$ cat config.mk
export PLATFORM = sky130hd
export DESIGN_NAME = usbl_ep_ctrl
export DESIGN_NICKNAME = d
export VERILOG_FILES = /design/src/usbl_pkg.sv /design/src/usbl_ep_ctrl.sv
export SDC_FILE = /design/constraint.sdc
export NUM_CORES = 1
export LEC_CHECK = 0
export BUFFER_PORTS_ARGS = -buffer_cell sky130_fd_sc_hd__buf_2
export CAP_MARGIN = 10
export CORE_MARGIN = 2
export CORE_UTILIZATION = 40
export DETAILED_ROUTE_END_ITERATION = 8
export PLACE_DENSITY = 0.61
export SLEW_MARGIN = 20
export SYNTH_ARGS = -nofsm -noshare
export SYNTH_HDL_FRONTEND = slang
export SYNTH_SLANG_ARGS = --single-unit
$ cat constraint.sdc
create_clock -name sys_clk -period 5.5 [get_ports sys_clk]
set_clock_uncertainty 0.2 [all_clocks]
set_input_delay 0 -clock sys_clk [delete_from_list [all_inputs] [get_ports sys_clk]]
set_output_delay 0 -clock sys_clk [all_outputs]
set_load 0.02 [all_outputs]
$ cat src/usbl_pkg.sv
// shared constants and types for the low-speed endpoint control block
package usbl_pkg;

   ////////////////////////////////////////////////////////////////////////////////
   // register map
   localparam logic [7:0] USBL_ADDR_EP0_TX  = 8'h10;
   localparam logic [7:0] USBL_ADDR_EP1_TX  = 8'h11;
   localparam logic [7:0] USBL_ADDR_SCR     = 8'h13;
   localparam logic [7:0] USBL_RESET_VALUE  = 8'h00;
   localparam logic [7:0] USBL_SCR_MASK     = 8'h1f;
   localparam logic [7:0] USBL_READ_ZERO    = 8'h00;

   ////////////////////////////////////////////////////////////////////////////////
   // transmit configuration fields (both endpoints)
   localparam int USBL_CNT_LSB = 0;
   localparam int USBL_CNT_MSB = 3;
   localparam int USBL_ERR_BIT = 4;
   localparam int USBL_ON_BIT  = 4;
   localparam int USBL_STL_BIT = 5;
   localparam int USBL_TOG_BIT = 6;
   localparam int USBL_ARM_BIT = 7;

   // status and control fields
   localparam int USBL_ACT_BIT = 0;
   localparam int USBL_K_BIT   = 1;
   localparam int USBL_J_BIT   = 2;
   localparam int USBL_STA_BIT = 3;
   localparam int USBL_ACC_BIT = 4;

   ////////////////////////////////////////////////////////////////////////////////
   // endpoint fifos in data memory
   localparam logic [3:0] USBL_FIFO_PAGE   = 4'h7;
   localparam logic [7:0] USBL_FIFO0_BASE  = 8'h70;
   localparam logic [7:0] USBL_FIFO1_BASE  = 8'h78;
   localparam int         USBL_FIFO_DEPTH  = 8;
   localparam int         USBL_FIFO_TOTAL  = 16;
   localparam logic [3:0] USBL_EP0         = 4'h0;
   localparam logic [3:0] USBL_EP1         = 4'h1;
   localparam logic [3:0] USBL_STATUS_LEN  = 4'h0;

   ////////////////////////////////////////////////////////////////////////////////
   // enumerations
   typedef enum logic [1:0] {
      USBL_TOK_SETUP = 2'h0,
      USBL_TOK_OUT   = 2'h1,
      USBL_TOK_IN    = 2'h2
   } usbl_tok_type;

   typedef enum logic [1:0] {
      USBL_RPL_ACK   = 2'h0,
      USBL_RPL_NAK   = 2'h1,
      USBL_RPL_STALL = 2'h2,
      USBL_RPL_DATA  = 2'h3
   } usbl_reply_type;

   typedef enum logic [1:0] {
      USBL_ST_IDLE     = 2'b00,
      USBL_ST_DATAWAIT = 2'b01,
      USBL_ST_ACKWAIT  = 2'b11
   } usbl_state_type;

endpackage
$ cat src/usbl_ep_ctrl.sv
// endpoint transmit control and bus status/control logic of the serial engine
//
// Operation
// ctrl_ep_tx_config read/write at 0x10, all bits zero after reset.
// low four bits give IN byte count; firmware programs 0 to 8.
// bit 4 set when SETUP or OUT data packet has CRC, PID or stuff fault.
// stall bit 5 answers IN and OUT with STALL; SETUP clears it.
// bit 6 selects DATA0 or DATA1 for transmitted packet; firmware keeps toggle.
// armed bit 7 answers next IN; host ACK clears it, pulses irq; SETUP clears.
// firmware fills FIFO, sets toggle, then arms bit 7.
// second endpoint transmits only, from eight-byte FIFO at 0x78 to 0x7f.
// second_ep_tx_config read/write at 0x11, all bits zero after reset.
// second endpoint low four bits give IN byte count, 0 to 8.
// second endpoint ignores all traffic while bit 4 is clear.
// second endpoint stall bit 5 answers IN and OUT with STALL until cleared.
// second endpoint bit 6 selects DATA0 or DATA1.
// host ACK on second endpoint clears its arm bit and pulses irq.
// bus_status_control at 0x13, zero after reset, upper three bits reserved.
// bit 0 set on non-idle bus; writing zero clears, one keeps.
// firmware polls and clears activity bit to notice bus loss.
// bit 1 forces K (resume), bit 2 forces J on transmitter.
// firmware keeps force-J low, forces J one instruction before K.
// status bit 3 ACKs zero-length DATA1 OUT, STALLs others, no FIFO store.
// bit 4 stores OUT data, else NAK; SETUP or ACKed OUT clears it.
// control endpoint shares one eight-byte FIFO at 0x70 to 0x77.
// firmware FIFO writes blocked while received-SETUP flag is set.
// endpoint irq is one-cycle pulse when arm bit clears after host ACK.
//
// Implementation choice: the plain strobed port.

module usbl_ep_ctrl
   import usbl_pkg::*;
(
   input  logic                 sys_clk,
   input  logic                 sys_rst,
   input  logic                 ce,
   input  logic [7:0]           regAddr,
   input  logic [7:0]           regWdata,
   input  logic                 regWr,
   input  logic                 regRd,
   output logic [7:0]           regRdata,
   input  logic [7:0]           memAddr,
   input  logic [7:0]           memWdata,
   input  logic                 memWr,
   input  logic                 memRd,
   output logic [7:0]           memRdata,
   input  logic                 setupSeen,
   input  logic                 dPlusIn,
   input  logic                 dMinusIn,
   input  logic                 tokStb,
   input  usbl_tok_type         tokType,
   input  logic [3:0]           tokEp,
   input  logic                 dataStb,
   input  logic                 dataErr,
   input  logic                 dataToggle,
   input  logic [3:0]           dataLen,
   input  logic                 hostAck,
   input  logic                 rxWr,
   input  logic [2:0]           rxIdx,
   input  logic [7:0]           rxByte,
   input  logic [2:0]           txIdx,
   output logic                 replyStb,
   output usbl_reply_type       replyCode,
   output logic                 txEp,
   output logic                 txToggle,
   output logic [3:0]           txCount,
   output logic [7:0]           txByte,
   output logic                 rxStore,
   output logic                 driveResumeLevel,
   output logic                 driveIdleLevel,
   output logic                 ep0Irq,
   output logic                 ep1Irq
);

   ////////////////////////////////////////////////////////////////////////////////
   // state
   logic [7:0]     ctrlEpTx_r;
   logic [7:0]     secondEpTx_r;
   logic [7:0]     busStatus_r;
   usbl_state_type state_r;
   usbl_state_type state_nxt;
   logic           dataSetup_r;
   logic           ackEp1_r;
   logic           rxAllow_r;
   logic           replyStb_r;
   usbl_reply_type replyCode_r;
   logic           txEp_r;
   logic           txToggle_r;
   logic [3:0]     txCount_r;
   logic [7:0]     txByte_r;
   logic [7:0]     regRdata_r;
   logic [7:0]     memRdata_r;
   logic           ep0Irq_r;
   logic           ep1Irq_r;
   logic           dpS1_r;
   logic           dpS2_r;
   logic           dmS1_r;
   logic           dmS2_r;
   logic [7:0]     fifo_r [USBL_FIFO_TOTAL];

   ////////////////////////////////////////////////////////////////////////////////
   // token decode
   wire isEp0      = (tokEp == USBL_EP0);
   wire isEp1      = (tokEp == USBL_EP1);
   // second endpoint ignored while disabled
   wire ep1Live    = isEp1 && secondEpTx_r[USBL_ON_BIT];
   wire tokSetup   = tokStb && (tokType == USBL_TOK_SETUP) && isEp0;
   wire tokOut0    = tokStb && (tokType == USBL_TOK_OUT) && isEp0;
   wire tokOut1    = tokStb && (tokType == USBL_TOK_OUT) && ep1Live;
   wire tokIn0     = tokStb && (tokType == USBL_TOK_IN) && isEp0;
   wire tokIn1     = tokStb && (tokType == USBL_TOK_IN) && ep1Live;
   wire tokInAny   = tokIn0 || tokIn1;

   wire stall0     = ctrlEpTx_r[USBL_STL_BIT];
   wire stall1     = secondEpTx_r[USBL_STL_BIT];
   wire armed0     = ctrlEpTx_r[USBL_ARM_BIT];
   wire armed1     = secondEpTx_r[USBL_ARM_BIT];
   wire auto_handshake_flag = busStatus_r[USBL_STA_BIT];
   wire accept_host_writes_flag = busStatus_r[USBL_ACC_BIT];

   ////////////////////////////////////////////////////////////////////////////////
   // immediate replies to IN and second endpoint OUT
   // stall on control endpoint
   wire usbl_reply_type in0Code =
      stall0 ? USBL_RPL_STALL : (armed0 ? USBL_RPL_DATA : USBL_RPL_NAK);
   // stall on second endpoint
   wire usbl_reply_type in1Code =
      stall1 ? USBL_RPL_STALL : (armed1 ? USBL_RPL_DATA : USBL_RPL_NAK);
   // second endpoint cannot receive, so OUT there is refused
   wire usbl_reply_type out1Code = stall1 ? USBL_RPL_STALL : USBL_RPL_NAK;

   wire usbl_reply_type tokCode =
      tokIn0 ? in0Code : (tokIn1 ? in1Code : out1Code);
   wire tokReply   = tokIn0 || tokIn1 || tokOut1;
   // armed IN sends loaded data
   wire sendData   = (tokIn0 && (in0Code == USBL_RPL_DATA))
                  || (tokIn1 && (in1Code == USBL_RPL_DATA));

   ////////////////////////////////////////////////////////////////////////////////
   // data phase decision
   wire inData     = (state_r == USBL_ST_DATAWAIT) && dataStb;
   wire statusOk   = dataToggle && (dataLen == USBL_STATUS_LEN);
   // status stage handshake
   wire usbl_reply_type statCode = statusOk ? USBL_RPL_ACK : USBL_RPL_STALL;
   // accept or NAK OUT data
   wire usbl_reply_type outCode =
      stall0     ? USBL_RPL_STALL :
      auto_handshake_flag ? statCode :
      accept_host_writes_flag ? USBL_RPL_ACK : USBL_RPL_NAK;
   wire usbl_reply_type dataCode = dataSetup_r ? USBL_RPL_ACK : outCode;
   // corrupt data packets get no handshake
   wire dataReply  = inData && !dataErr;
   // receive error flag
   wire errSet     = inData && dataErr;
   wire outAcked   = dataReply && !dataSetup_r && (outCode == USBL_RPL_ACK);
   // setup data always lands, OUT data only when accepting
   wire allowOut   = !stall0 && !auto_handshake_flag && accept_host_writes_flag;

   ////////////////////////////////////////////////////////////////////////////////
   // host acknowledge of our data
   wire ackHit     = (state_r == USBL_ST_ACKWAIT) && hostAck && !tokStb;
   wire ack0       = ackHit && !ackEp1_r;
   wire ack1       = ackHit && ackEp1_r;

   // a new token always restarts the transaction tracker
   assign state_nxt =
      (tokSetup || tokOut0) ? USBL_ST_DATAWAIT :
      sendData              ? USBL_ST_ACKWAIT  :
      tokStb                ? USBL_ST_IDLE     :
      (inData || ackHit)    ? USBL_ST_IDLE     : state_r;

   ////////////////////////////////////////////////////////////////////////////////
   // register writes merged with hardware updates
   wire wrEp0      = regWr && (regAddr == USBL_ADDR_EP0_TX);
   wire wrEp1      = regWr && (regAddr == USBL_ADDR_EP1_TX);
   wire wrScr      = regWr && (regAddr == USBL_ADDR_SCR);

   wire [7:0] ep0Base = wrEp0 ? regWdata : ctrlEpTx_r;
   wire [7:0] ep1Base = wrEp1 ? regWdata : secondEpTx_r;
   wire [7:0] scrBase = wrScr ? (regWdata & USBL_SCR_MASK) : busStatus_r;

   // control endpoint register next value
   wire [7:0] ctrlEpTx_nxt = {
      // arm cleared by ack or setup
      ep0Base[USBL_ARM_BIT] && !tokSetup && !ack0,
      ep0Base[USBL_TOG_BIT],
      // setup clears stall
      ep0Base[USBL_STL_BIT] && !tokSetup,
      // hardware set beats firmware clear
      ep0Base[USBL_ERR_BIT] || errSet,
      ep0Base[USBL_CNT_MSB:USBL_CNT_LSB]
   };

   // second endpoint register next value
   wire [7:0] secondEpTx_nxt = {
      // arm cleared by host ack
      ep1Base[USBL_ARM_BIT] && !ack1,
      ep1Base[USBL_ARM_BIT-1:USBL_CNT_LSB]
   };

   // bus activity, idle is D+ low with D- high
   wire lineActive = dpS2_r || !dmS2_r;
   wire actKeep    = wrScr ? (busStatus_r[USBL_ACT_BIT] && regWdata[USBL_ACT_BIT])
                           : busStatus_r[USBL_ACT_BIT];

   // status and control next value
   wire [7:0] busStatus_nxt = {
      scrBase[7:USBL_ACC_BIT+1],
      // cleared by setup or acked OUT
      scrBase[USBL_ACC_BIT] && !tokSetup && !outAcked,
      // cleared by setup
      scrBase[USBL_STA_BIT] && !tokSetup,
      scrBase[USBL_J_BIT],
      scrBase[USBL_K_BIT],
      actKeep || lineActive
   };

   ////////////////////////////////////////////////////////////////////////////////
   // read decode, unmapped addresses read zero
   wire [7:0] regReadVal =
      (regAddr == USBL_ADDR_EP0_TX) ? ctrlEpTx_r   :
      (regAddr == USBL_ADDR_EP1_TX) ? secondEpTx_r :
      (regAddr == USBL_ADDR_SCR)    ? busStatus_r  : USBL_READ_ZERO;

   ////////////////////////////////////////////////////////////////////////////////
   // fifo addressing
   wire       fwHit    = (memAddr[7:4] == USBL_FIFO_PAGE);
   wire [3:0] fwIdx    = memAddr[3:0];
   // firmware writes blocked while setup data is held
   wire       fwWrOk   = memWr && fwHit && !setupSeen;
   // engine writes only the control endpoint half
   wire       rxWrOk   = rxWr && rxAllow_r;
   wire [3:0] rxSlot   = {1'b0, rxIdx};
   // second endpoint reads from upper half
   wire [3:0] txSlot   = {txEp_r, txIdx};
   wire [7:0] memReadVal = fwHit ? fifo_r[fwIdx] : USBL_READ_ZERO;

   ////////////////////////////////////////////////////////////////////////////////
   // pin synchronisers
   always_ff @(posedge sys_clk or posedge sys_rst) begin
      if (sys_rst) begin
         dpS1_r <= 1'b0;
         dpS2_r <= 1'b0;
         dmS1_r <= 1'b1;
         dmS2_r <= 1'b1;
      end else if (ce) begin
         dpS1_r <= dPlusIn;
         dpS2_r <= dpS1_r;
         dmS1_r <= dMinusIn;
         dmS2_r <= dmS1_r;
      end
   end

   ////////////////////////////////////////////////////////////////////////////////
   // software registers
   always_ff @(posedge sys_clk or posedge sys_rst) begin
      if (sys_rst) begin
         ctrlEpTx_r   <= USBL_RESET_VALUE;
         secondEpTx_r <= USBL_RESET_VALUE;
         busStatus_r  <= USBL_RESET_VALUE;
      end else if (ce) begin
         ctrlEpTx_r   <= ctrlEpTx_nxt;
         secondEpTx_r <= secondEpTx_nxt;
         busStatus_r  <= busStatus_nxt;
      end
   end

   ////////////////////////////////////////////////////////////////////////////////
   // transaction tracker
   always_ff @(posedge sys_clk or posedge sys_rst) begin
      if (sys_rst) begin
         state_r     <= USBL_ST_IDLE;
         dataSetup_r <= 1'b0;
         ackEp1_r    <= 1'b0;
         rxAllow_r   <= 1'b0;
      end else if (ce) begin
         state_r <= state_nxt;
         if (tokStb) begin
            dataSetup_r <= tokSetup;
            ackEp1_r    <= tokIn1;
            rxAllow_r   <= tokSetup || (tokOut0 && allowOut);
         end else if (inData) begin
            rxAllow_r   <= 1'b0;
         end
      end
   end

   ////////////////////////////////////////////////////////////////////////////////
   // handshake and transmit outputs
   always_ff @(posedge sys_clk or posedge sys_rst) begin
      if (sys_rst) begin
         replyStb_r  <= 1'b0;
         replyCode_r <= USBL_RPL_NAK;
         txEp_r      <= 1'b0;
         txToggle_r  <= 1'b0;
         txCount_r   <= 4'h0;
      end else if (ce) begin
         replyStb_r <= tokReply || dataReply;
         if (tokReply) begin
            replyCode_r <= tokCode;
         end else if (dataReply) begin
            replyCode_r <= dataCode;
         end
         // toggle and count latched at the IN
         if (tokInAny) begin
            txEp_r     <= tokIn1;
            txToggle_r <= tokIn1 ? secondEpTx_r[USBL_TOG_BIT] : ctrlEpTx_r[USBL_TOG_BIT];
            txCount_r  <= tokIn1 ? secondEpTx_r[USBL_CNT_MSB:USBL_CNT_LSB]
                                 : ctrlEpTx_r[USBL_CNT_MSB:USBL_CNT_LSB];
         end
      end
   end

   ////////////////////////////////////////////////////////////////////////////////
   // interrupt pulses and read data
   always_ff @(posedge sys_clk or posedge sys_rst) begin
      if (sys_rst) begin
         ep0Irq_r   <= 1'b0;
         ep1Irq_r   <= 1'b0;
         regRdata_r <= USBL_READ_ZERO;
         memRdata_r <= USBL_READ_ZERO;
         txByte_r   <= USBL_READ_ZERO;
      end else if (ce) begin
         // one pulse as the arm bit drops
         ep0Irq_r   <= ack0;
         ep1Irq_r   <= ack1;
         regRdata_r <= regRd ? regReadVal : USBL_READ_ZERO;
         memRdata_r <= memRd ? memReadVal : USBL_READ_ZERO;
         txByte_r   <= fifo_r[txSlot];
      end
   end

   ////////////////////////////////////////////////////////////////////////////////
   // fifo storage, engine write wins over firmware in the same slot
   for (genvar g = 0; g < USBL_FIFO_TOTAL; g++) begin : gFifo
      localparam logic [3:0] SLOT = 4'(g);
      wire rxHit = rxWrOk && (rxSlot == SLOT);
      wire fwSel = fwWrOk && (fwIdx == SLOT);
      always_ff @(posedge sys_clk or posedge sys_rst) begin
         if (sys_rst) begin
            fifo_r[g] <= USBL_READ_ZERO;
         end else if (ce) begin
            // received data may overwrite
            if (rxHit) begin
               fifo_r[g] <= rxByte;
            // gated firmware store
            end else if (fwSel) begin
               fifo_r[g] <= memWdata;
            end
         end
      end
   end

   ////////////////////////////////////////////////////////////////////////////////
   // outputs
   assign regRdata         = regRdata_r;
   assign memRdata         = memRdata_r;
   assign replyStb         = replyStb_r;
   assign replyCode        = replyCode_r;
   assign txEp             = txEp_r;
   assign txToggle         = txToggle_r;
   assign txCount          = txCount_r;
   assign txByte           = txByte_r;
   assign rxStore          = rxAllow_r;
   // forced line states straight from the register
   assign driveResumeLevel = busStatus_r[USBL_K_BIT];
   assign driveIdleLevel   = busStatus_r[USBL_J_BIT];
   assign ep0Irq           = ep0Irq_r;
   assign ep1Irq           = ep1Irq_r;

endmodule

# After elaboration in Yosys (flattened, before gate mapping)

Cells that the tools add are included.
Widths: inputs -> output; s select.

Register bits: 193
Latch bits: 0
RAM bits: 0
Memory bits (read-only): 0
Input port bits: 72
Output and inout bits: 38
Word-level logic and storage cells: 256
Memories: 0

Add/sub/neg operators: 0
Multipliers: 0
Divide/modulo/power cells: 0
Magnitude comparators: 2
Equal/unequal tests: 33
Shifts and indexed selects: 0
Multiplexer cells: 54
Bitwise logic cells: 2
Reduce and logical (&&, ||, !) cells: 125

Operator list:

| kind               | count |
|---|---|
| $mux 8             | 27 |
| $bmux 8 s4         | 2 |
| $logic_and 1x1->1  | 62 |
| $reduce_and 2->1   | 24 |
| $mux 2             | 17 |
| $eq 4x4->1 const B | 8 |
| $eq 8x5->1 const B | 3 |
| $eq 4x3->1 const B | 5 |
| $reduce_bool 2->1  | 10 |
| $logic_not 4->1    | 4 |
| $eq 3x3->1 const B | 4 |
| $logic_not 1->1    | 12 |
| $ge 5x5->1 const B | 2 |
| $logic_or 1x1->1   | 10 |
| $mux 5             | 2 |
| $not 4->5          | 2 |
| $eq 2x2->1 const B | 4 |
| $eq 4x1->1 const B | 2 |
| $eq 4x2->1 const B | 2 |
| $eq 3x2->1 const B | 2 |
| $mux 1             | 5 |
| $eq 2x1->1 const B | 2 |
| $logic_not 2->1    | 2 |
| $mux 4             | 1 |
| other kinds (2)    | 2 |

# Logic depth before layout (Yosys ltp)

Gate-level depths: netlist (run 1).

Depth after elaboration: 9
Gate-level depth with buffers: 8
Gate-level depth less buffers: 5

# Worst setup path before layout (run 1)

OpenSTA, ideal clock, no wires.

Path kind: register to register
From: register rxAllow_r (netlist: rxStore)
To: register fifo_r[66] (netlist bit)
Setup time: 0.136 ns
Data arrival time: 1.662 ns
Required time: 5.164 ns
Path slack: 3.502 ns
Stages on the path, launching flop included: 7
Path buffers: 1
Clock period less this slack: 1.998 ns
Cells stage by stage: dfrtp_1 -> nand3_1 -> nor2_2 -> o21ai_1 -> clkbuf_1 -> nand2_1 -> o21ai_0

Longest elaborated chain between the ends: 4
Elaborated cells between the ends (all ways): 5
Classes of those cells: mux: 1; reduce/logical: 4

RTL lines:

| element                        | RTL line            | text |
|---|---|---|
| start: declaration             | usbl_ep_ctrl.sv:84  | `logic rxAllow_r;` |
| start signal: assignment       | usbl_ep_ctrl.sv:281 | `rxAllow_r <= tokSetup \|\| (tokOut0 && allowOut);` |
| $logic_and 1x1->1 *            | usbl_ep_ctrl.sv:232 | `wire rxWrOk = rxWr && rxAllow_r;` |
| $logic_and 1x1->1 *            | usbl_ep_ctrl.sv:337 | `wire rxHit = rxWrOk && (rxSlot == SLOT);` |
| $reduce_bool 2->1 (no line)    | --                  |  |
| $reduce_and 2->1 (no line)     | --                  |  |
| end signal: indexed assignment | usbl_ep_ctrl.sv:345 | `fifo_r[g] <= rxByte;` |
| end signal: indexed assignment | usbl_ep_ctrl.sv:348 | `fifo_r[g] <= memWdata;` |
| end: declaration               | usbl_ep_ctrl.sv:99  | `logic [7:0] fifo_r [USBL_FIFO_TOTAL];` |

Every way passes the cells marked *; elsewhere a longest branch is shown, timed or not.
A chain may end at the register's enable or synchronous reset.

==> summary.md, run 1 <==
| Metric | Value |
|---|---|
| Share of final-layout standard cells stronger than drive strength 1 | `32.3%` |
| CP max-delay cell | `sky130_fd_sc_hd__dlygate4sd3_1` |
| First-pass GRT wire length | `47,500 um` |
| Source of the worst hold timing path | `regAddr[2]` |
| Number of buffers added on ports | `109` |
| Final Hold Viols | `0` |
| Maximum operating frequency | `325 MHz` |
| Clock transition time at the flip-flop clock pins of the worst setup and hold paths | `0.08 ns` |
| Maximum number of pins on one net before global-route repair | `130` |
| Leakage power summed over all cells | `5.52 nW` |
| Area of the multi-input gates | `0.00543 mm^2` |
| CTS HTree Levels | `4` |
| Capture point of the critical path | `busStatus_r[4]` |
| TritonCTS clock tree | `done` |
| Post-CTS Repair Setup Buffers | `0` |
| Vias | `7,974` |
| Worst skew pair latency | `0.44 ns` |
| Min Tclk post-route | `3.08 ns` |
| Setup Total Neg Slack | `0 ns` |
| Crit path kind | `input port to register` |
| Number of buffers between clock root and the deepest sink | `2` |
| Cells along the critical path | `dlygate4sd3_1 > buf_2 > buf_4 > nand4_1 > dlygate4sd3_1 > a2111oi_1` |
| Count of endpoints failing setup in the final report | `0` |
| IO Count | `110` |
| Number of cells traversed by the worst register-to-register path | `5` |
| Number of detailed-routing iterations run before antenna repair | `5` |
| Parity-gate share of the synthesized area counting xor and xnor cells | `0%` |
| Capture instance of the worst register-to-register path | `fifo_r[72]` |
| Worst-case register-to-register setup slack | `2.96 ns` |
| Post-cts repair resize count | `0` |
| Average cell area after synthesis | `11.8 um^2` |
| Placement-stage cell area | `0.0114 mm^2` |
| Number of core rows | `59` |
| Number of vias per cell after detailed routing | `5.76` |
| Portion of synthesized cell area occupied by the leading cell type | `45.0%` |
| Main combinational cell family by area after synthesis | `multiplexers` |
| Hold-fix buffers at CTS | `69` |
| Share of synthesized flip-flops with an asynchronous set or reset | `100%` |
| Die area | `0.0277 mm^2` |
| Sequential cell area | `0.00483 mm^2` |
| Synth-to-layout area growth | `19.6%` |
| Root Buffer Master | `sky130_fd_sc_hd__clkbuf_16` |
| Top-count cell post-synth | `sky130_fd_sc_hd__dfrtp_1` |
| Number of nets produced by synthesis | `966` |
| Effective utilization at floorplan | `40.7%` |
| Cell count after synthesis | `894` |
| Start point of the critical path | `ce` |
| Die X | `167 um` |
| Clock sink count | `193` |
| Worst Path Arrival | `3.19 ns` |
| Post-synthesis mux area share | `31.8%` |
| Fraction of the yosys area taken by sequential cells | `45.7%` |
| Highest net fanout along the worst path | `46` |
| Most area-hungry cell type in the Yosys netlist | `sky130_fd_sc_hd__dfrtp_1` |
| Commonest cells in the netlist | `sky130_fd_sc_hd__dfrtp_1 (190), sky130_fd_sc_hd__mux2i_1 (101), sky130_fd_sc_hd__nand2_1 (93), sky130_fd_sc_hd__mux2_2 (91), sky130_fd_sc_hd__o21ai_0 (81)` |
| Unrepaired setup endpoints after global routing | `no` |
| Count of antenna-violating nets left after detailed routing | `0` |
| Max-capacitance violation count | `0` |
| Cts bufs inserted | `17` |
| Post-detailed-route DRC marker count | `0` |
| Slew @ Worst Pin | `1.01 ns` |
| EDFF count, synth | `0` |
| Type of element launching the critical path | `input port` |
| Remaining Overflow, GRT | `0` |
| CORE AREA | `0.0260 mm^2` |
| Post-Synth Adder-Cell Area | `0%` |
| Basic-gate share of the synthesized area counting and, or, nand and nor cells | `10.5%` |
| Die Y | `167 um` |
| Global routing usage summed across all routing layers | `22.1%` |
| Worst setup EP type | `register` |
| Number of distinct library cell variants in the gate-level netlist after synthesis | `55` |
| Final count of pins violating max slew | `0` |
| Fill count | `2,407` |
| Total length of routed wires | `30,000 um` |
| Fraction of the mapped netlist area in compound gates | `8.76%` |
| Worst-case vdd ir drop | `0.000140 V` |
| Endpoint required time on the critical path | `5.61 ns` |
| Class of the most critical hold timing path | `input port to register` |
| Number of antenna violations at the first check in global routing | `0` |
| Fraction of the cycle the final worst path needs | `56.0%` |
| Register bit count reported by yosys | `193` |
| Number of global-route vias before repair | `8,122` |
| Critical Path Max Stage Delay | `0.75 ns` |
| Launch point of the worst reg-to-reg path | `rxStore` |
| First DRT Iteration DRCs | `746` |
| Mean routed wirelength per cell | `21.7 um` |
| Final instance area | `0.0126 mm^2` |
| Power per cell area | `245 mW/mm^2` |
| Relative slew margins | `32.7%` |
| Final HPWL DP | `19,700 um` |
| Nets@finish | `1,108` |
| Outcome | `complete, no violations` |
| Most frequent cell on the critical path | `sky130_fd_sc_hd__dlygate4sd3_1` |
| Syn Std Cell Area | `0.0106 mm^2` |
| Dominant register cell in the synthesized netlist | `sky130_fd_sc_hd__dfrtp_1` |
| Count of antenna diodes in the layout | `0` |
| Most area-consuming cells after synthesis | `sky130_fd_sc_hd__dfrtp_1 (45%), sky130_fd_sc_hd__mux4_2 (13%), sky130_fd_sc_hd__mux2_2 (9.7%), sky130_fd_sc_hd__mux2i_1 (9.6%), sky130_fd_sc_hd__o21ai_0 (3.8%)` |
| Final weighted congestion of routability-driven global placement | `0.870` |
| Yosys warning total | `0` |
-- routing by layer --
layer | routed length, um | GRT usage (%)
met1 | 13000 | 30.2
met2 | 14500 | 36.1
met3 | 1920 | 4.28
met4 | 658 | 6.18
met5 | 0 | 0
-- layout make-up --
type / instances / area share (%)
Inverter: 20 / 0.653
Tap cell: 335 / 3.32
Multi-Input combinational cell: 617 / 43.0
Timing Repair Buffer: 187 / 10.3
Clock buffer: 17 / 3.37
Sequential cell: 193 / 38.2
Clock inverter: 15 / 1.15
-- cell families after synthesis --
kind of cell    after synthesis
simple gates                216
flops                       193
mux                         251
compound gates              150
buf+inv                      84
-- how the worst min path moves through the flow --
stage	end	depth (start not counted)	slack, ns
floorplan	ctrlEpTx_r[4]	2	-0.07
global placement	dpS1_r	2	0.06
detailed placement	dpS1_r	2	0.06
CTS	memRdata[0]	3	0.01
global route	memRdata[6]	3	0.04
finish	busStatus_r[0]	5	0.02
-- registers in the layout (all words and copies together), names as in the netlist, 2 cells and up --
register	cells
busStatus_r	5
ctrlEpTx_r	8
fifo_r	128
memRdata	8
regRdata	8
replyCode	2
secondEpTx_r	8
state_r	2
txByte	8
txCount	4
-- cells in the final DEF (no fill, tap or decap), types with 8 or more instances in the layout --
master	Yosys	routed
sky130_fd_sc_hd__dfrtp_1	190	190
sky130_fd_sc_hd__inv_1	20	19
sky130_fd_sc_hd__a21oi_1	9	9
sky130_fd_sc_hd__nand2b_1	17	17
sky130_fd_sc_hd__dlygate4sd3_1	0	69
sky130_fd_sc_hd__nand3_1	12	12
sky130_fd_sc_hd__o21ai_0	81	81
sky130_fd_sc_hd__buf_4	1	9
sky130_fd_sc_hd__clkbuf_16	0	17
sky130_fd_sc_hd__mux4_2	59	59
sky130_fd_sc_hd__mux2_2	91	91
sky130_fd_sc_hd__o221ai_1	11	11
sky130_fd_sc_hd__buf_2	13	109
sky130_fd_sc_hd__or3_1	8	8
sky130_fd_sc_hd__o32ai_1	8	8
sky130_fd_sc_hd__nor2_1	22	22
sky130_fd_sc_hd__nor2_2	14	14
sky130_fd_sc_hd__mux2i_1	101	101
sky130_fd_sc_hd__nor4_1	11	11
sky130_fd_sc_hd__nand2_1	93	93
-- through the flow --
step | cells | setup slack, ns | total power, W | hold WS, ns | util (%)
after floorplan | 894 | 0.0494 | 0.00174 | -0.0665 | -
after detailed placement | 1283 | 2.88 | 0.00186 | 0.0590 | 43.7
after global routing | 1384 | 2.21 | 0.00322 | 0.0382 | 48.6
after global placement | 1283 | 2.89 | 0.00186 | 0.0617 | 43.7
final | 1384 | 2.42 | 0.00310 | 0.0154 | 48.6
after CTS | 1384 | 2.44 | 0.00312 | 0.0111 | 48.6
-- critical path: cells and delay by family --
family                 cells  cell delay (ns)
AOI/OAI and AO/OA          1             0.40
and+or+nand+nor            1             0.45
buffers and inverters      4             2.33
-- report_power, final --
group	switching, W	internal (W)	leakage [nW]	total [W]
Clock	0.000627	0.000604	0.276	0.00123
Sequential	0.0000455	0.00147	2.64	0.00152
Combinational	0.000201	0.000152	2.61	0.000353
Total	0.000874	0.00223	5.52	0.00310
(Power assumes the default switching activity.)
==> run 2: changes to the inputs <==
==> constraint.sdc (replaced) <==
create_clock -name sys_clk -period 2.5 [get_ports sys_clk]
set_clock_uncertainty 0.2 [all_clocks]
set_input_delay 0 -clock sys_clk [delete_from_list [all_inputs] [get_ports sys_clk]]
set_output_delay 0 -clock sys_clk [all_outputs]
set_load 0.02 [all_outputs]
==> summary.md, run 2 (synthesis gave the netlist of run 1 again) <==
| Metric | Value |
|---|---|
| Type of element launching the critical path | `input port` |
| Switching pwr | `0.00194 W (+120%)` |
| Register ranked first by flip-flop count | `fifo_r` |
| Max-capacitance violation count | `0 (unchanged)` |
| Min Tclk post-route | `2.41 ns` |
| Class of the most critical hold timing path | `input port to register` |
| Number of cells traversed by the worst register-to-register path | `6 (+1)` |
| Root Buffer Master | `sky130_fd_sc_hd__clkbuf_16` |
| Die area | `0.0277 mm^2 (unchanged)` |
| Placed Instances | `1,313 (+2.3%)` |
| Number of buffers added on ports | `109 (unchanged)` |
| Final Instance Count excl. Fillers | `1,416 (+2.3%)` |
| Post-CTS Repair Setup Buffers | `0 (unchanged)` |
| Relative slew margins | `33.5% (+0.82 points)` |
| Highest net fanout along the worst path | `22 (-52%)` |
| CORE AREA | `0.0260 mm^2 (unchanged)` |
| Number of vias per cell after detailed routing | `5.68 (-1.3%)` |
| Area of the multi-input gates | `0.00542 mm^2 (-0.16%)` |
| Number of global-route vias before repair | `8,372 (+3.1%)` |
| Commonest cells after routing, fill and taps aside | `sky130_fd_sc_hd__dfrtp_1 (190), sky130_fd_sc_hd__buf_2 (109), sky130_fd_sc_hd__mux2i_1 (101)` |
| Leakage power summed over all cells | `5.72 nW (+3.5%)` |
| Vias | `8,049 (+0.94%)` |
| Mean routed wirelength per cell | `21.5 um (-1.1%)` |
| Clock transition time at the flip-flop clock pins of the worst setup and hold paths | `0.08 ns (about the same)` |
| Most common library cell in the layout ignoring fill and taps | `sky130_fd_sc_hd__dfrtp_1` |
| First DRT Iteration DRCs | `941 (+26%)` |
| TritonCTS clock tree | `done` |
| Internal power of the cells | `0.00493 W (+120%)` |
| Share of final-layout standard cells stronger than drive strength 1 | `34.0% (+1.6 points)` |
| CTS HTree Levels | `4 (unchanged)` |
| Worst-case register-to-register setup slack | `0.21 ns (-2.75 ns)` |
| Start point of the critical path | `ce` |
| Unrepaired setup endpoints after global routing | `no` |
| Worst setup EP type | `register` |
| Worst Path Arrival | `2.54 ns (-0.65 ns)` |
| Final Hold Viols | `0 (unchanged)` |
| Nets@finish | `1,140 (+2.9%)` |
| Post-Route Utilization | `49.8% (+1.1 points)` |
| Clock sink count | `193 (unchanged)` |
| Capture instance of the worst register-to-register path | `fifo_r[85]` |
| Critical Path Max Stage Delay | `0.72 ns (-0.03 ns)` |
| Number of core rows | `59 (unchanged)` |
| Final weighted congestion of routability-driven global placement | `0.872 (+0.28%)` |
| Synth-to-layout area growth | `22.4%` |
| Total length of routed wires | `30,400 um (+1.2%)` |
| Sequential cell area | `0.00483 mm^2 (unchanged)` |
| Final count of pins violating max slew | `0 (unchanged)` |
| Logic gate share of total power | `11.8% (+0.4 points)` |
| Number of buffers between clock root and the deepest sink | `2 (unchanged)` |
| Endpoint required time on the critical path | `2.63 ns (-2.98 ns)` |
| Global routing usage summed across all routing layers | `22.6% (+0.49 points)` |
| Final HPWL DP | `20,600 um (+4.7%)` |
| Worst skew pair latency | `0.44 ns (about the same)` |
| Outcome | `complete, no violations` |
| Sequential group share of total power | `48.4% (-0.5 points)` |
| Number of detailed-routing iterations run before antenna repair | `5 (unchanged)` |
| IO Count | `110 (unchanged)` |
| Setup Total Neg Slack | `0 ns (unchanged)` |
| CP max-delay cell | `sky130_fd_sc_hd__dlygate4sd3_1` |
| Crit path kind | `input port to register` |
| Slew @ Worst Pin | `0.990 ns (-0.0190 ns)` |
| Effective utilization at floorplan | `40.7% (unchanged)` |
| Fraction of the cycle the final worst path needs | `96.5%` |
| Remaining Overflow, GRT | `0 (unchanged)` |
| Launch point of the worst reg-to-reg path | `rxStore` |
| Number of antenna violations at the first check in global routing | `0 (unchanged)` |
| Most frequent cell on the critical path | `sky130_fd_sc_hd__dlygate4sd3_1` |
| Count of antenna-violating nets left after detailed routing | `0 (unchanged)` |
| Die Y | `167 um (unchanged)` |
| Count of antenna diodes in the layout | `0 (unchanged)` |
| Capture point of the critical path | `secondEpTx_r[2]` |
| Post-detailed-route DRC marker count | `0 (unchanged)` |
| Maximum operating frequency | `415 MHz` |
| Maximum number of pins on one net before global-route repair | `126 (-3.1%)` |
| Clock Power Share | `39.8% (about the same)` |
| Count of endpoints failing setup in the final report | `0 (unchanged)` |
| Largest register FFs | `128 (unchanged)` |
| Cells along the critical path | `dlygate4sd3_1 > buf_2 > buf_4 > nand4_2 > dlygate4sd3_1 > mux2_2` |
| Cts bufs inserted | `17 (unchanged)` |
| First-pass GRT wire length | `48,500 um (+2.3%)` |
| Die X | `167 um (unchanged)` |
| Fill count | `2,304 (-4.3%)` |
| Power per cell area | `531 mW/mm^2 (+120%)` |
| Worst-case vdd ir drop | `0.000346 V (+150%)` |
| Power, Total | `0.00687 W (+120%)` |
| Switching Fraction | `28.2% (+0.030 points)` |
[run 2: power groups by stage]
stage	registers, W	logic (W)	clock network (W)
after floorplan	0.00339	0.000445	0
after global placement	0.00339	0.000726	0
after detailed placement	0.00339	0.000735	0
after CTS	0.00333	0.000809	0.00278
after global routing	0.00335	0.000888	0.00289
final	0.00333	0.000809	0.00273
[run 2: how the worst min path moves through the flow]
stage | endpoint | depth (start not counted) | slack [ns] | start
detailed placement | replyStb | 3 | -0.02 | sys_rst
finish | txByte[7] | 4 | 0.02 | txIdx[0]
floorplan | ctrlEpTx_r[4] | 2 | -0.07 | regWdata[4]
global placement | replyStb | 3 | -0.02 | sys_rst
CTS | fifo_r[71] | 5 | 0.01 | rxIdx[2]
global route | regRdata[6] | 5 | 0.04 | regAddr[7]
[run 2: area by class of cell]
cell class	count	area share (%)
Timing Repair Buffer	219	12.4
Multi-Input combinational cell	617	41.9
Inverter	20	0.609
Sequential cell	193	37.4
Clock inverter	15	1.24
Clock buffer	17	3.29
Tap cell	335	3.24
[run 2: critical path: cells and delay by family]
kind	cells	cell delay [ns]
simple gates	1	0.33
buf+inv	4	1.91
mux	1	0.28
[run 2: metal layers]
layer	vias to the layer above	routed length (um)	track usage (%)
li1	3684	-	-
met1	4075	14000	31.4
met2	242	14400	36.8
met3	48	1250	3.09
met4	0	768	7.05
met5	-	0	0
[run 2: metrics by stage]
stage / hold WS, ns / worst slack (ns) / cell area (um^2)
CTS: 0.0119 / 0.0704 / 12900
global placement: -0.0234 / 0.363 / 11600
floorplan: -0.0665 / -0.188 / 10600
detailed placement: -0.0225 / 0.318 / 11600
global route: 0.0434 / 0.0183 / 12900
finish: 0.0184 / 0.0887 / 12900
[run 2: timing repair]
action / CTS / global route
hold buffers: 70 / 1
endpoints found under the setup margin: 0 / 3
endpoints found under the hold margin: 371 / 3
resized for setup: 0 / 2
==> run 3: changes to the inputs <==
--- a/config.mk
+++ b/config.mk
@@ -10,7 +10,8 @@
 export CORE_MARGIN = 2
 export CORE_UTILIZATION = 40
 export DETAILED_ROUTE_END_ITERATION = 8
-export PLACE_DENSITY = 0.61
+export GPL_TIMING_DRIVEN = 0
+export PLACE_DENSITY_LB_ADDON = 0.2
 export SLEW_MARGIN = 20
 export SYNTH_ARGS = -nofsm -noshare
 export SYNTH_HDL_FRONTEND = slang
==> summary.md, run 3 (synthesis gave the netlist of run 1 again) <==
| Metric | Value |
|---|---|
| Outcome | `complete, no violations` |
| CORE AREA | `0.0260 mm^2 (unchanged)` |
| Number of buffers added on ports | `97 (-11%)` |
| Remaining Overflow, GRT | `0 (unchanged)` |
| Clock transition time at the flip-flop clock pins of the worst setup and hold paths | `0.08 ns (about the same)` |
| Unrepaired setup endpoints after global routing | `no` |
| First DRT Iteration DRCs | `748 (-21%)` |
| Worst-case vdd ir drop | `0.000323 V (-6.7%)` |
| First-pass GRT wire length | `50,100 um (+3.3%)` |
| Global routing usage summed across all routing layers | `23.5% (+0.90 points)` |
| Maximum number of pins on one net before global-route repair | `32 (-75%)` |
| Number of antenna violations at the first check in global routing | `1 (+1)` |
| Worst setup EP type | `register` |
| Cts bufs inserted | `17 (unchanged)` |
| Effective utilization at floorplan | `40.7% (unchanged)` |
| Max-capacitance violation count | `0 (unchanged)` |
| Placement-stage cell area | `0.0116 mm^2 (about the same)` |
| Commonest cells after routing, fill and taps aside | `sky130_fd_sc_hd__dfrtp_1 (190), sky130_fd_sc_hd__buf_2 (110), sky130_fd_sc_hd__mux2i_1 (101)` |
| Relative slew margins | `32.7% (-0.81 points)` |
| Type of element launching the critical path | `register` |
| Share of final-layout standard cells stronger than drive strength 1 | `32.6% (-1.3 points)` |
| Worst Path Arrival | `2.52 ns (-0.02 ns)` |
| Switching Fraction | `29.0% (+0.80 points)` |
| Final count of pins violating max slew | `0 (unchanged)` |
| Nets@finish | `1,171 (+2.7%)` |
| Register ranked first by flip-flop count | `fifo_r` |
| Final HPWL DP | `23,100 um (+12%)` |
| Count of antenna-violating nets left after detailed routing | `0 (unchanged)` |
| Area of the multi-input gates | `0.00546 mm^2 (+0.74%)` |
| Power per cell area | `534 mW/mm^2 (+0.62%)` |
| Total length of routed wires | `31,900 um (+5.0%)` |
| Die area | `0.0277 mm^2 (unchanged)` |
| IO Count | `110 (unchanged)` |
| Highest net fanout along the worst path | `10 (-55%)` |
| Crit path kind | `register to register` |
| Worst skew pair latency | `0.45 ns (about the same)` |
| Setup Total Neg Slack | `0 ns (unchanged)` |
| Critical Path Max Stage Delay | `0.46 ns (-0.26 ns)` |
| Number of detailed-routing iterations run before antenna repair | `5 (unchanged)` |
| CTS HTree Levels | `4 (unchanged)` |
| Count of antenna diodes in the layout | `0 (unchanged)` |
| Fraction of the cycle the final worst path needs | `96.4% (about the same)` |
| Class of the most critical hold timing path | `input port to register` |
| Synth-to-layout area growth | `23.9%` |
| Final instance area | `0.0131 mm^2 (+1.2%)` |
| Number of global-route vias before repair | `8,458 (+1.0%)` |
| Internal power of the cells | `0.00497 W (+0.70%)` |
| Clock sink count | `193 (unchanged)` |
| Switching pwr | `0.00203 W (+4.7%)` |
| Final weighted congestion of routability-driven global placement | `0.856 (-1.8%)` |
| Logic gate share of total power | `12.0% (+0.2 points)` |
| Endpoint required time on the critical path | `2.61 ns (-0.02 ns)` |
| Number of core rows | `59 (unchanged)` |
| Count of endpoints failing setup in the final report | `0 (unchanged)` |
| Cells along the critical path | `nand3_2 > nor2_4 > o21ai_1 > clkbuf_2 > nand2_1 > o21ai_0` |
| Number of vias per cell after detailed routing | `5.77 (+1.4%)` |
| Fill count | `2,355 (+2.2%)` |
| Clock Power Share | `40.5% (+0.7 points)` |
| Sequential group share of total power | `47.5% (-0.9 points)` |
| CP max-delay cell | `sky130_fd_sc_hd__dfrtp_1` |
| Sequential cell area | `0.00483 mm^2 (unchanged)` |
| Vias | `8,344 (+3.7%)` |
| Leakage power summed over all cells | `5.70 nW (-0.19%)` |
| Mean routed wirelength per cell | `22.1 um (+2.8%)` |
| Min Tclk post-route | `2.41 ns (-0.000907 ns)` |
| Slew @ Worst Pin | `0.996 ns (+0.00617 ns)` |
| Final Hold Viols | `0 (unchanged)` |
| Most common library cell in the layout ignoring fill and taps | `sky130_fd_sc_hd__dfrtp_1` |
| TritonCTS clock tree | `done` |
| Maximum operating frequency | `415 MHz (about the same)` |
| Die X | `167 um (unchanged)` |
| Post-detailed-route DRC marker count | `0 (unchanged)` |
| Largest register FFs | `128 (unchanged)` |
| Root Buffer Master | `sky130_fd_sc_hd__clkbuf_16` |
| Number of buffers between clock root and the deepest sink | `2 (unchanged)` |
| Die Y | `167 um (unchanged)` |
-- run 3: cell types whose count changed in the layout (fill, tap and decap cells not counted), moves of 3 or more --
cell / previous run / this run
sky130_fd_sc_hd__buf_1: 0 / 11
sky130_fd_sc_hd__buf_12: 4 / 7
sky130_fd_sc_hd__buf_4: 35 / 18
sky130_fd_sc_hd__clkbuf_1: 0 / 30
sky130_fd_sc_hd__clkbuf_2: 0 / 8
sky130_fd_sc_hd__dlygate4sd3_1: 71 / 65
sky130_fd_sc_hd__nor2_2: 15 / 9
sky130_fd_sc_hd__nor2_4: 0 / 6
-- run 3: final timing paths --
kind / slack, ns / to / cells past startpoint / startpoint
max: 0.09 / fifo_r[87] / 6 / rxStore
max in group asynchronous: 0.62 / fifo_r[14] / 7 / sys_rst
min in group asynchronous: 0.52 / state_r[1] / 4 / sys_rst
min reg2reg: 0.29 / dmS2_r / 2 / dmS1_r
max reg2reg: 0.09 / fifo_r[87] / 6 / rxStore
min: 0.02 / regRdata[7] / 3 / regAddr[1]
-- run 3: layout make-up --
type                    instances  share of cell area, %
multi-input cells             617                   41.7
flip-flops and latches        193                   36.9
plain buffers                  63                   2.03
inverters                      20                  0.602
clock inverters                15                   1.37
repair buffers                187                   10.9
clock buffers                  17                   3.25
well taps                     335                   3.20
-- run 3: what timing repair did --
action / 4_1_cts / 5_1_grt
hold buffers: 66 / 0
setup endpoints to repair: 50 / 80
setup buffers: 0 / 18
gates resized for setup: 10 / 13
hold endpoints to repair: 229 / 0
pin swaps: 2 / 4
-- run 3: through the flow --
stage | power (W) | std cells | util (%) | hold slack (ns) | setup slack [ns]
global placement | 0.00411 | 1326 | 44.2 | 0.0543 | -1.62
floorplan | 0.00383 | 894 | - | -0.0665 | -0.188
detailed placement | 0.00415 | 1333 | 44.7 | -0.128 | -0.565
global route | 0.00726 | 1447 | 50.4 | 0.0355 | 0.00987
CTS | 0.00705 | 1431 | 49.7 | 0.000815 | -0.102
finish | 0.00700 | 1447 | 50.4 | 0.0211 | 0.0896
-- run 3: critical path, delay by kind of cell (launching register included) --
kind | cells | cell delay [ns]
AOI/OAI and AO/OA | 2 | 0.44
and+or+nand+nor | 3 | 0.80
buffers and inverters | 1 | 0.34
DFF | 1 | 0.46
-- run 3: power by group through the flow --
| stage | combinational [W] | sequential, W | clock (W) |
|---|---|---|---|
| finish | 0.000842 | 0.00332 | 0.00283 |
| CTS | 0.000843 | 0.00332 | 0.00288 |
| global placement | 0.000729 | 0.00338 | 0 |
| detailed placement | 0.000769 | 0.00338 | 0 |
| global route | 0.000921 | 0.00334 | 0.00300 |
| floorplan | 0.000445 | 0.00339 | 0 |
-- run 3: metal layers --
layer	up-vias	track usage [%]	wire [um]
li1	3751	-	-
met1	4205	32.2	14100
met2	331	38.0	15100
met3	57	4.61	2010
met4	0	6.97	775
met5	-	0	0
